<file path="src/smseq_pkg.sv">
package smseq_pkg;
  // Register byte offsets
  localparam logic [3:0] SYSCTL1_OFF = 4'h0;
  localparam logic [3:0] WUCTL_OFF = 4'h4;
  localparam logic [3:0] WUCNT_OFF = 4'h8;
  localparam logic [3:0] STATUS_OFF = 4'hc;
  // Fields of system_control_one
  localparam int STOP_BIT = 7;
  localparam int RELSEL_BIT = 6;
  localparam int PHOLD_BIT = 5;
  // Fields of warmup_control_reg
  localparam int WCLKSEL_BIT = 0;
  localparam int KEYLVL_BIT = 1;
  localparam int VDRST_BIT = 2;
  localparam int OSCSRC_BIT = 3;
  // Reset values
  localparam logic [7:0] SYSCTL1_RST = 8'h00;
  localparam logic [7:0] WUCTL_RST = 8'h00;
  localparam logic [7:0] WUCNT_RST = 8'h00;
  // Machine cycle: cycles of the clock that release events are masked after stop entry
  localparam logic [1:0] MCYC_CYCLES = 2'h1;
  // Source-clock divide ratios for warm-up counting
  localparam logic [7:0] HF_DIV = 8'h04;
  localparam logic [7:0] LF_DIV = 8'hff;
  localparam logic [1:0] AXI_OKAY = 2'h0;
  localparam logic [1:0] AXI_SLVERR = 2'h2;
  typedef enum logic [1:0] {ST_RUN, ST_STOP, ST_WARM} smseq_state_e;
endpackage

</file>
<file path="src/smseq_top.sv">
// Functional notes
// Writing stop bit one enters stop
// Stop halts both oscillators and operation
// Memory, registers, status word held
// Port latches follow hold-enable bit
// Entry clears prescaler and divider
// Program counter holds address plus two
// Reset exits stop, warm-up, single-clock run (reset goes straight to ST_RUN here, with no warm-up count)
// Wake pin, key wakeup, voltage detect release
// Release select: one level, zero edge
// Level mode: pin high releases
// Level mode: request ignored when pin high
// Level release: no re-entry on pin low
// Edge mode: rising edge releases
// Edge mode: enter even with pin high
// Edge within one machine cycle ignored
// Key input at chosen level releases
// Key release: no re-entry on reversal
// Voltage reset mode: low supply resets
// Supply recovery in first cycle ignored
// Warm-up uses entry oscillator, ignores select
// Software disables interrupts around stop
// Operation halted throughout warm-up
// Resume after request, dividers cleared
// Warm-up counts source periods to programmed value
`timescale 1ns/100ps
module smseq_top
  import smseq_pkg::*;
(
  // Clock and reset
  input wire logic MCLK_I,
  input wire logic RST_N_I,
  // AXI4-Lite slave
  input wire logic [3:0] AWADDR_I,
  input wire logic AWVALID_I,
  output logic AWREADY_O,
  input wire logic [31:0] WDATA_I,
  input wire logic [3:0] WSTRB_I,
  input wire logic WVALID_I,
  output logic WREADY_O,
  output logic [1:0] BRESP_O,
  output logic BVALID_O,
  input wire logic BREADY_I,
  input wire logic [3:0] ARADDR_I,
  input wire logic ARVALID_I,
  output logic ARREADY_O,
  output logic [31:0] RDATA_O,
  output logic [1:0] RRESP_O,
  output logic RVALID_O,
  input wire logic RREADY_I,
  // Wake sources and system clock source indication
  input wire logic STOP_WAKE_I,
  input wire logic KEY_WAKE_I,
  input wire logic VDET_LOW_I,
  input wire logic HF_SYSCLK_I,
  // Core interface
  input wire logic [15:0] CORE_PC_I,
  output logic [15:0] HOLD_PC_O,
  output logic CORE_HALT_O,
  output logic HF_OSC_EN_O,
  output logic LF_OSC_EN_O,
  output logic TG_CLEAR_O,
  output logic PORT_HOLD_O,
  output logic VDET_RESET_O,
  output logic SINGLE_CLOCK_RUN_O
);
  logic rst_s1_r, rst_n_r;
  logic [7:0] sysctl_r, wuctl_r, wucnt_r;
  smseq_state_e state_r;
  logic [1:0] mask_cnt_r;
  logic wake_d_r, entry_hf_r;
  logic [7:0] div_r, warm_cnt_r;
  logic aw_got_r, w_got_r;
  logic [3:0] aw_addr_r;
  logic [7:0] w_data_r;
  logic stop_wr, wr_fire, src_tick, release_ev;
  logic level_mode;

  always_ff @(posedge MCLK_I or negedge RST_N_I) begin
    if (!RST_N_I) begin
      rst_s1_r <= 1'b0;
      rst_n_r <= 1'b0;
    end else begin
      rst_s1_r <= 1'b1;
      rst_n_r <= rst_s1_r;
    end
  end

  // Write channel: address and data taken in either order
  assign wr_fire = aw_got_r && w_got_r && !BVALID_O;
  always_ff @(posedge MCLK_I or negedge rst_n_r) begin
    if (!rst_n_r) begin
      aw_got_r <= 1'b0;
      w_got_r <= 1'b0;
      aw_addr_r <= 4'h0;
      w_data_r <= 8'h00;
      AWREADY_O <= 1'b0;
      WREADY_O <= 1'b0;
      BVALID_O <= 1'b0;
      BRESP_O <= AXI_OKAY;
    end else begin
      AWREADY_O <= !aw_got_r && !AWREADY_O && AWVALID_I;
      WREADY_O <= !w_got_r && !WREADY_O && WVALID_I;
      if (AWVALID_I && AWREADY_O) begin
        aw_got_r <= 1'b1;
        aw_addr_r <= AWADDR_I;
      end
      if (WVALID_I && WREADY_O) begin
        w_got_r <= 1'b1;
        w_data_r <= WSTRB_I[0] ? WDATA_I[7:0] : 8'h00;
      end
      if (wr_fire) begin
        aw_got_r <= 1'b0;
        w_got_r <= 1'b0;
        BVALID_O <= 1'b1;
        BRESP_O <= (aw_addr_r == SYSCTL1_OFF || aw_addr_r == WUCTL_OFF ||
          aw_addr_r == WUCNT_OFF) ? AXI_OKAY : AXI_SLVERR;
      end else if (BREADY_I) begin
        BVALID_O <= 1'b0;
      end
    end
  end

  assign level_mode = sysctl_r[RELSEL_BIT];
  // Stop request: ignored in level mode when the pin is high
  assign stop_wr = wr_fire && aw_addr_r == SYSCTL1_OFF &&
    w_data_r[STOP_BIT] && !(w_data_r[RELSEL_BIT] && STOP_WAKE_I);

  always_ff @(posedge MCLK_I or negedge rst_n_r) begin
    if (!rst_n_r) begin
      sysctl_r <= SYSCTL1_RST;
      wuctl_r <= WUCTL_RST;
      wucnt_r <= WUCNT_RST;
    end else if (wr_fire) begin
      case (aw_addr_r)
        SYSCTL1_OFF: begin
          sysctl_r <= {stop_wr, w_data_r[6:0]};
        end
        WUCTL_OFF: begin
          wuctl_r <= w_data_r;
        end
        WUCNT_OFF: begin
          wucnt_r <= w_data_r;
        end
        default: begin
        end
      endcase
    end else if (state_r == ST_WARM && release_ev) begin
      sysctl_r[STOP_BIT] <= 1'b0;
    end
  end

  // Read channel
  always_ff @(posedge MCLK_I or negedge rst_n_r) begin
    if (!rst_n_r) begin
      ARREADY_O <= 1'b0;
      RVALID_O <= 1'b0;
      RDATA_O <= 32'h0;
      RRESP_O <= AXI_OKAY;
    end else begin
      ARREADY_O <= ARVALID_I && !ARREADY_O && !RVALID_O;
      if (ARVALID_I && ARREADY_O) begin
        RVALID_O <= 1'b1;
        RRESP_O <= AXI_OKAY;
        case (ARADDR_I)
          SYSCTL1_OFF: RDATA_O <= {24'h0, sysctl_r};
          WUCTL_OFF: RDATA_O <= {24'h0, wuctl_r};
          WUCNT_OFF: RDATA_O <= {24'h0, wucnt_r};
          STATUS_OFF: RDATA_O <= {22'h0, state_r, warm_cnt_r};
          default: begin
            RDATA_O <= 32'h0;
            RRESP_O <= AXI_SLVERR;
          end
        endcase
      end else if (RREADY_I) begin
        RVALID_O <= 1'b0;
      end
    end
  end

  // Stop-state sequencing
  logic pin_ok, key_ok, vd_ok, wake_rise;
  assign wake_rise = STOP_WAKE_I && !wake_d_r;
  assign pin_ok = level_mode ? STOP_WAKE_I : wake_rise;
  assign key_ok = KEY_WAKE_I == wuctl_r[KEYLVL_BIT];
  assign vd_ok = VDET_LOW_I && wuctl_r[VDRST_BIT];
  // Events in the first machine cycle after entry are masked
  assign release_ev = (warm_cnt_r >= wucnt_r) && src_tick;

  always_ff @(posedge MCLK_I or negedge rst_n_r) begin
    if (!rst_n_r) begin
      state_r <= ST_RUN;
      mask_cnt_r <= 2'h0;
      wake_d_r <= 1'b0;
      entry_hf_r <= 1'b1;
      HOLD_PC_O <= 16'h0;
    end else begin
      wake_d_r <= STOP_WAKE_I;
      case (state_r)
        ST_RUN: begin
          if (stop_wr) begin
            state_r <= ST_STOP;
            mask_cnt_r <= MCYC_CYCLES;
            entry_hf_r <= HF_SYSCLK_I;
            HOLD_PC_O <= CORE_PC_I + 16'h2;
          end
        end
        ST_STOP: begin
          if (mask_cnt_r != 2'h0) begin
            mask_cnt_r <= mask_cnt_r - 2'h1;
          end else if (vd_ok || pin_ok || key_ok) begin
            state_r <= ST_WARM;
          end
        end
        ST_WARM: begin
          if (release_ev) begin
            state_r <= ST_RUN;
          end
        end
        default: state_r <= ST_RUN;
      endcase
    end
  end

  // Warm-up counting on the oscillator in use at entry
  always_ff @(posedge MCLK_I or negedge rst_n_r) begin
    if (!rst_n_r) begin
      div_r <= 8'h0;
      warm_cnt_r <= 8'h0;
    end else if (state_r != ST_WARM) begin
      div_r <= 8'h0;
      warm_cnt_r <= 8'h0;
    end else if (src_tick) begin
      div_r <= 8'h0;
      warm_cnt_r <= warm_cnt_r + 8'h1;
    end else begin
      div_r <= div_r + 8'h1;
    end
  end
  assign src_tick = div_r == (entry_hf_r ? HF_DIV : LF_DIV);

  always_ff @(posedge MCLK_I or negedge rst_n_r) begin
    if (!rst_n_r) begin
      CORE_HALT_O <= 1'b1;
      HF_OSC_EN_O <= 1'b0;
      LF_OSC_EN_O <= 1'b0;
      TG_CLEAR_O <= 1'b1;
      PORT_HOLD_O <= 1'b0;
      VDET_RESET_O <= 1'b0;
      SINGLE_CLOCK_RUN_O <= 1'b1;
    end else begin
      CORE_HALT_O <= state_r != ST_RUN || stop_wr;
      HF_OSC_EN_O <= state_r != ST_STOP && !stop_wr;
      LF_OSC_EN_O <= state_r != ST_STOP && !stop_wr;
      TG_CLEAR_O <= stop_wr || state_r != ST_RUN;
      PORT_HOLD_O <= (state_r != ST_RUN || stop_wr) &&
        sysctl_r[PHOLD_BIT];
      VDET_RESET_O <= state_r == ST_STOP && mask_cnt_r == 2'h0 &&
        vd_ok;
      SINGLE_CLOCK_RUN_O <= 1'b1;
    end
  end

  property p_run_osc;
    @(posedge MCLK_I) disable iff (!rst_n_r)
      state_r == ST_RUN && !stop_wr |=> HF_OSC_EN_O && LF_OSC_EN_O;
  endproperty
  a_run_osc: assert property (p_run_osc) else $error("osc off in run");
  property p_pin_lvl;
    @(posedge MCLK_I) disable iff (!rst_n_r)
      (state_r == ST_STOP && mask_cnt_r == 2'h0 && level_mode &&
        STOP_WAKE_I) |=> state_r == ST_WARM;
  endproperty
  a_pin_lvl: assert property (p_pin_lvl) else $error("no level wake");
  property p_pin_edge;
    @(posedge MCLK_I) disable iff (!rst_n_r)
      (state_r == ST_STOP && mask_cnt_r == 2'h0 && !level_mode &&
        wake_rise) |=> state_r == ST_WARM;
  endproperty
  a_pin_edge: assert property (p_pin_edge) else $error("no edge wake");
  property p_key;
    @(posedge MCLK_I) disable iff (!rst_n_r)
      (state_r == ST_STOP && mask_cnt_r == 2'h0 && key_ok) |=>
        state_r == ST_WARM;
  endproperty
  a_key: assert property (p_key) else $error("no key wake");
  property p_vd;
    @(posedge MCLK_I) disable iff (!rst_n_r)
      (state_r == ST_STOP && mask_cnt_r == 2'h0 && vd_ok) |=>
        VDET_RESET_O && state_r == ST_WARM;
  endproperty
  a_vd: assert property (p_vd) else $error("no voltage reset");
  property p_edge;
    @(posedge MCLK_I) disable iff (!rst_n_r)
      (wr_fire && aw_addr_r == SYSCTL1_OFF && w_data_r[STOP_BIT] &&
        !w_data_r[RELSEL_BIT] && state_r == ST_RUN) |=> state_r == ST_STOP;
  endproperty
  a_edge: assert property (p_edge) else $error("edge mode not entered");
  property p_mask;
    @(posedge MCLK_I) disable iff (!rst_n_r)
      stop_wr && state_r == ST_RUN |=> mask_cnt_r == MCYC_CYCLES;
  endproperty
  a_mask: assert property (p_mask) else $error("mask not armed");
  property p_noreent;
    @(posedge MCLK_I) disable iff (!rst_n_r)
      state_r == ST_WARM |=> state_r != ST_STOP;
  endproperty
  a_noreent: assert property (p_noreent) else $error("re-entered");
  property p_resume;
    @(posedge MCLK_I) disable iff (!rst_n_r)
      state_r == ST_WARM && release_ev && !wr_fire |=>
        state_r == ST_RUN && !sysctl_r[STOP_BIT];
  endproperty
  a_resume: assert property (p_resume) else $error("no resume");
  property p_tg_warm;
    @(posedge MCLK_I) disable iff (!rst_n_r)
      state_r != ST_RUN |=> TG_CLEAR_O;
  endproperty
  a_tg_warm: assert property (p_tg_warm) else $error("tg ran");
  property p_hold;
    @(posedge MCLK_I) disable iff (!rst_n_r)
      state_r != ST_RUN |=> PORT_HOLD_O == $past(sysctl_r[PHOLD_BIT]);
  endproperty
  a_hold: assert property (p_hold) else $error("port hold wrong");
  property p_pc_keep;
    @(posedge MCLK_I) disable iff (!rst_n_r)
      state_r == ST_STOP |=> $stable(HOLD_PC_O);
  endproperty
  a_pc_keep: assert property (p_pc_keep) else $error("pc moved");
  property p_regs;
    @(posedge MCLK_I) disable iff (!rst_n_r)
      state_r == ST_STOP && !wr_fire |=> $stable(wuctl_r) && $stable(wucnt_r);
  endproperty
  a_regs: assert property (p_regs) else $error("registers moved");
  property p_cnt_start;
    @(posedge MCLK_I) disable iff (!rst_n_r)
      state_r != ST_WARM |=> div_r == 8'h0 && warm_cnt_r == 8'h0;
  endproperty
  a_cnt_start: assert property (p_cnt_start) else $error("count dirty");
  property p_cnt_step;
    @(posedge MCLK_I) disable iff (!rst_n_r)
      state_r == ST_WARM && src_tick && !release_ev |=>
        warm_cnt_r == $past(warm_cnt_r) + 8'h1;
  endproperty
  a_cnt_step: assert property (p_cnt_step) else $error("count stuck");
  property p_entry_src;
    @(posedge MCLK_I) disable iff (!rst_n_r)
      stop_wr && state_r == ST_RUN |=> entry_hf_r == $past(HF_SYSCLK_I);
  endproperty
  a_entry_src: assert property (p_entry_src) else $error("bad source");
  property p_entry;
    @(posedge MCLK_I) disable iff (!rst_n_r)
      stop_wr |=> state_r == ST_STOP;
  endproperty
  a_entry: assert property (p_entry) else $error("no stop entry");
  property p_halt;
    @(posedge MCLK_I) disable iff (!rst_n_r)
      state_r == ST_WARM |=> CORE_HALT_O;
  endproperty
  a_halt: assert property (p_halt) else $error("core ran in warm-up");
  property p_ign;
    @(posedge MCLK_I) disable iff (!rst_n_r)
      (state_r == ST_STOP && mask_cnt_r != 2'h0) |=> state_r == ST_STOP;
  endproperty
  a_ign: assert property (p_ign) else $error("early release");
  property p_lvl;
    @(posedge MCLK_I) disable iff (!rst_n_r)
      (wr_fire && aw_addr_r == SYSCTL1_OFF && w_data_r[RELSEL_BIT] &&
        STOP_WAKE_I && state_r == ST_RUN) |=> state_r == ST_RUN;
  endproperty
  a_lvl: assert property (p_lvl) else $error("entered with pin high");
  property p_osc;
    @(posedge MCLK_I) disable iff (!rst_n_r)
      state_r == ST_STOP |=> !HF_OSC_EN_O && !LF_OSC_EN_O;
  endproperty
  a_osc: assert property (p_osc) else $error("oscillator ran");
  property p_warm;
    @(posedge MCLK_I) disable iff (!rst_n_r)
      state_r == ST_WARM && !release_ev |=> state_r == ST_WARM;
  endproperty
  a_warm: assert property (p_warm) else $error("warm-up left");
  property p_pc;
    @(posedge MCLK_I) disable iff (!rst_n_r)
      stop_wr |=> HOLD_PC_O == $past(CORE_PC_I) + 16'h2;
  endproperty
  a_pc: assert property (p_pc) else $error("bad held pc");
  property p_tg;
    @(posedge MCLK_I) disable iff (!rst_n_r)
      stop_wr |=> TG_CLEAR_O;
  endproperty
  a_tg: assert property (p_tg) else $error("divider not cleared");
endmodule

</file>
<file path="config.mk">
export PLATFORM = sky130hd
export DESIGN_NAME = smseq_top
export DESIGN_NICKNAME = d
export VERILOG_FILES = /design/src/smseq_pkg.sv /design/src/smseq_top.sv
export SDC_FILE = /design/constraint.sdc
export NUM_CORES = 1
export LEC_CHECK = 0
export BUFFER_PORTS_ARGS = -buffer_cell sky130_fd_sc_hd__buf_2
export CORE_MARGIN = 2
export CORE_UTILIZATION = 30
export DETAILED_ROUTE_END_ITERATION = 16
export GPL_TIMING_DRIVEN = 0
export SLEW_MARGIN = 0
export SYNTH_ARGS = -nofsm -noshare
export SYNTH_HDL_FRONTEND = slang
export SYNTH_SLANG_ARGS = --single-unit
</file>
<file path="constraint.sdc">
create_clock -name MCLK_I -period 4.6 [get_ports MCLK_I]
set_input_delay 0.23 -clock MCLK_I [delete_from_list [all_inputs] [get_ports MCLK_I]]
set_output_delay 0.23 -clock MCLK_I [all_outputs]
set_load 0.03 [all_outputs]
</file>
After elaboration in Yosys (flattened, before gate mapping)
Cells that the tools add are included.
Widths: inputs -> output; s select.

cells by class
  add/subtract/negate cells = 4
  magnitude comparators = 1
  equal/unequal tests = 17
  muxes and demuxes = 28
  reduce and logical (&&, ||, !) cells = 59

operators by type and width
  kind                   number
  $mux 8                 7
  $pmux 10 s4            1
  $logic_and 1x1->1      23
  $reduce_bool 2->1      9
  $add 16x2->16 const B  1
  $add 8x1->8 const B    2
  $mux 2                 7
  $eq 4x4->1 const B     3
  $ne 2x2->1 const B     6
  $mux 1                 11
  $logic_not 1->1        10
  $reduce_and 2->1       5
  $eq 4x3->1 const B     2
  $eq 8x8->1             1
  $ge 8x8->1             1
  $logic_not 4->1        2
  $pmux 2 s3             1
  $logic_or 1x1->1       5
  $logic_not 2->1        2
  $ne 2x1->1 const B     2
  $pmux 2 s2             1
  $reduce_and 4->1       1
  $reduce_or 4->1        1
  $reduce_and 3->1       1
  4 further kinds        4

word-level totals
  flip-flop bits (word level) = 123
  logic and storage cells = 138

Depth between registers and ports, before layout
  depth in word-level cells = 8
  depth in mapped cells = 7

Worst setup path after synthesis
OpenSTA, ideal clock, no wires.

  path kind = flip-flop to flip-flop
  from = reg BVALID_O
  to = reg HOLD_PC_O[2]
  arrival time = 1661 ps
  required time = 4475 ps
  slack = 2814 ps
  stages on the path, launching flop included = 7
  period minus slack after synthesis = 1786 ps
  cell sequence = dfrtp_1 and3b_1 buf_2 and4_1 nand2_1 buf_2 mux2_2

on the way
  cells in the longest elaborated chain, start to end = 6

ends and longest elaborated chain
  what                               RTL line          text
  start, declared                    smseq_top.sv:42   output logic BVALID_O,
  start signal, assigned             smseq_top.sv:99   BVALID_O <= 1'b0;
  start signal, assigned             smseq_top.sv:115  BVALID_O <= 1'b1;
  start signal, assigned             smseq_top.sv:119  BVALID_O <= 1'b0;
  $logic_not 1->1                    smseq_top.sv:90   assign wr_fire = aw_got_r && w_got_r && !BVALID_O;
  $logic_and 1x1->1                  smseq_top.sv:90
  $logic_and 1x1->1 (2 in series)    smseq_top.sv:126  assign stop_wr = wr_fire && aw_addr_r == SYSCTL1_OFF &&
  $logic_and 1x1->1                  smseq_top.sv:127  w_data_r[STOP_BIT] && !(w_data_r[RELSEL_BIT] && STOP_WAKE_I);
  $reduce_and 2->1 (no source line)  n/a
  end signal, assigned               smseq_top.sv:205  HOLD_PC_O <= CORE_PC_I + 16'h2;
  end, declared                      smseq_top.sv:58   output logic [15:0] HOLD_PC_O,

Every way passes these cells.
A chain may end at the register's enable or synchronous reset.

Worst setup path in the final report
  from = reg w_got_r
  to = reg HOLD_PC_O[2]

on the way
  cells in the longest elaborated chain, start to end = 6

ends and longest elaborated chain
  what                               RTL line          text
  start, declared                    smseq_top.sv:73   logic aw_got_r, w_got_r;
  start signal, assigned             smseq_top.sv:94   w_got_r <= 1'b0;
  start signal, assigned             smseq_top.sv:109  w_got_r <= 1'b1;
  start signal, assigned             smseq_top.sv:114  w_got_r <= 1'b0;
  $logic_and 1x1->1 (2 in series)    smseq_top.sv:90
  $logic_and 1x1->1 (2 in series)    smseq_top.sv:126
  $logic_and 1x1->1                  smseq_top.sv:127
  $reduce_and 2->1 (no source line)  n/a

Every way passes these cells.

==> flow_summary.toml <==
[status]
status = "complete, no violations"

[timing]
max_freq_ghz = 0.515
final_hold_viol_count = 0
skew_ns = 0.00538
rsz0062_at_grt = "false"
finalCritPeriodShare = 0.422
period_minus_slack_ns = 1.94
drv_slew = 0
tightestPinTransition_ns = 0.686
fin_hold_ws_ns = 0.0416
slew_headroom = 0.542
tns_ns = 0
setup_viol = 0

[floorplanning]
rows = 45
start_util = 0.308
die_h_um = 129
core_um2 = 15300
io_pins = 135
die_x_um = 129
die-area_um2 = 16700

[synthesis]
synth.most_common_cell = "dfrtp_1"
synthCells = 417
yosysWarnings = 0
ys.flop_type = "dfrtp_1"
synth_top_area_share = 0.517
netlist_top_cells_area = "dfrtp_1, mux2_2, buf_4"
syn_area_um2 = 4700
synthTopCellsByCount = "dfrtp_1, nand2_1, mux2_2"
synth.avg_cell_area_um2 = 11.3
ys_seq_area_frac = 0.528
async_flop_share = 1.00
yosysTopAreaCell = "dfrtp_1"
synth_edf_count = 0
synth-seq-cells = 99
synth.distinct_cells = 47

[place]
port_buffers = 79
dp_cells = 732
dp_hpwl_um = 7600
placed_area_um2 = 5480
place_congestion = 0.793

[layout]
nets = 616
finish.utilization = 0.382
fin_cells = 750
fill_cells = 1509
multi_input_area_um2 = 2000
drive_gt1_frac = 0.318
postLayoutCellArea_um2 = 5830
ff_latch_area_um2 = 2480
area.growth.synth_to_final_pct = 24.2

[global_route]
antenna_found_initial = 1
grt_max_degree = 74
grt_pass1_vias = 3439
grt_pass1_wl_um = 16900
overflow = 0
track_usage = 0.131

[power_and_ir_drop]
leakagePower_nw = 2.84
p_sw_mw = 0.975
p_int_mw = 2.00
ir_drop_uv = 251
power_frac_seq = 0.436
sw_frac_of_total = 0.328
powerDensity_nw_per_um2 = 510
combPwrFrac = 0.274
clockPowerShare = 0.290

[drt]
via_per_inst = 4.55
drc = 0
dr.pass1.iters = 4
drt_wl_total_um = 10200
ant_nets = 0
wire_per_inst_um = 13.5
drt_iter0_drc = 166
dr_total_vias = 3410

[worst_setup_path]
path_max_fanout = 10
crit_buf_inv = 2
crit_top_cell = "buf_2"
slowest_delay_ns = 0.42
cp_top_family = "simple AND/OR/NAND/NOR gates"
worst-setup-path-type = "flip-flop to flip-flop"
start_kind = "flip-flop"
cp-end-kind = "flip-flop"
crit_chain = "and3b_1 > buf_2 > and4_1 > nand2_1 > buf_2 > mux2_2"
crit_required_ns = 4.83
arrival_ns = 2.17
crit_slowest_cell = "dfrtp_1"

[flow_run]
cap_viol_max_count = 0

[cts]
clock-root-buffer = "clkbuf_16"
htree_num_levels = 3
cts_tree = "done"
clkSinkCount = 99
clock_path_buffers = 2
post_cts_buffers = 0
numCtsBuffers = 9
clkSlewWorstSetupHoldPaths_ns = 0.06
insertion_delay_ns = 0.35

[worst_hold_path]
hold_path.class = "input pin to flip-flop"
## flip-flops by register name (all words and copies together) (netlist names), 4 cells and up
| register | cells |
|---|---|
| w_data_r | 8 |
| div_r | 8 |
| wuctl_r | 8 |
| HOLD_PC_O | 16 |
| aw_addr_r | 4 |
| RDATA_O | 10 |
| warm_cnt_r | 8 |
| sysctl_r | 8 |
| wucnt_r | 8 |
## area by class of cell
cell class / count / area share
Sequential cell: 99 / 0.426
Tap cell: 211 / 0.0453
Timing Repair Buffer: 81 / 0.0742
Inverter: 16 / 0.0103
Clock inverter: 5 / 0.0172
Antenna cell: 1 / 0.000429
Multi-Input combinational cell: 288 / 0.342
Clock buffer: 11 / 0.0416
Buffer: 38 / 0.0429
## placed cells by master, fill, tap and decap left out, types with 2 or more instances in the layout
| cell | Yosys | layout |
|---|---|---|
| nor4_1 | 2 | 2 |
| dfstp_2 | 2 | 2 |
| dfrtp_1 | 97 | 96 |
| bufinv_16 | 0 | 3 |
| nand3_1 | 16 | 16 |
| nor3b_1 | 3 | 3 |
| o31ai_1 | 3 | 3 |
| mux4_2 | 8 | 8 |
| a21oi_1 | 8 | 8 |
| buf_2 | 5 | 84 |
| a21boi_0 | 2 | 2 |
| clkbuf_16 | 0 | 9 |
| a21o_1 | 2 | 2 |
| conb_1 | 2 | 26 |
| clkbuf_1 | 6 | 7 |
| xnor2_1 | 9 | 9 |
| nand4_1 | 3 | 3 |
| nand2_1 | 49 | 49 |
| inv_1 | 16 | 16 |
| nor2b_1 | 2 | 2 |
| nor3_1 | 4 | 4 |
| xor2_1 | 12 | 12 |
| clkinv_2 | 0 | 2 |
| a221o_1 | 2 | 2 |
| or4_1 | 3 | 3 |
| and4_1 | 3 | 3 |
| buf_4 | 27 | 27 |
| and3_1 | 6 | 6 |
| nand2b_1 | 4 | 4 |
| mux2_2 | 31 | 31 |
| o21a_1 | 3 | 3 |
| o21ai_0 | 28 | 28 |
| nor2_1 | 21 | 21 |
| a22o_1 | 11 | 11 |
| ha_1 | 12 | 12 |
## metal layers
metal  vias to the layer above  global-route usage  wire length (µm)
met2                       101               0.199              4560
met5                         -                   0                 0
li1                       1656                   -                 -
met1                      1638               0.168              4630
met3                        15              0.0545               812
met4                         0              0.0454               150
## through the flow
stage	setup slack, ns	total power [mW]
after global routing	2.53	3.16
after floorplan	1.64	1.87
final	2.66	2.98
after CTS	2.65	3.01
after detailed placement	2.66	2.13
after global placement	0.551	2.10
## final timing paths
kind                             start           end  slack (ns)  cells past startpoint
max reg2reg                    w_got_r  HOLD_PC_O[2]        2.66                      6
max                            w_got_r  HOLD_PC_O[2]        2.66                      6
min                        STOP_WAKE_I      wake_d_r        0.04                      1
min in group asynchronous      RST_N_I      rst_s1_r        0.20                      2
max in group asynchronous      rst_n_r    TG_CLEAR_O        3.65                      1
min reg2reg                    rst_n_r      div_r[2]        0.24                      0
## cells by family after synthesis
| family | share of synthesized area |
|---|---|
| AND/OR/NAND/NOR | 0.126 |
| flip-flops | 0.528 |
| other | 0.00160 |
| AO/OA/AOI/OAI | 0.0927 |
| multiplexers | 0.115 |
| adder cells (fa/ha/maj) | 0.0320 |
| buffers and inverters | 0.0661 |
| XOR/XNOR | 0.0392 |
## power by group through the flow
stage	sequential, mW	combinational, mW	clock [mW]
floorplan	1.44	0.435	0
global placement	1.31	0.784	0
detailed placement	1.31	0.824	0
CTS	1.30	0.824	0.889
global route	1.34	0.905	0.923
finish	1.30	0.815	0.864
## what timing repair did
action,in CTS,in global routing
hold buffers,1,0
hold endpoints to repair,2,0
resized for setup,0,0
Note: power is estimated with default switching activity, not from simulation.
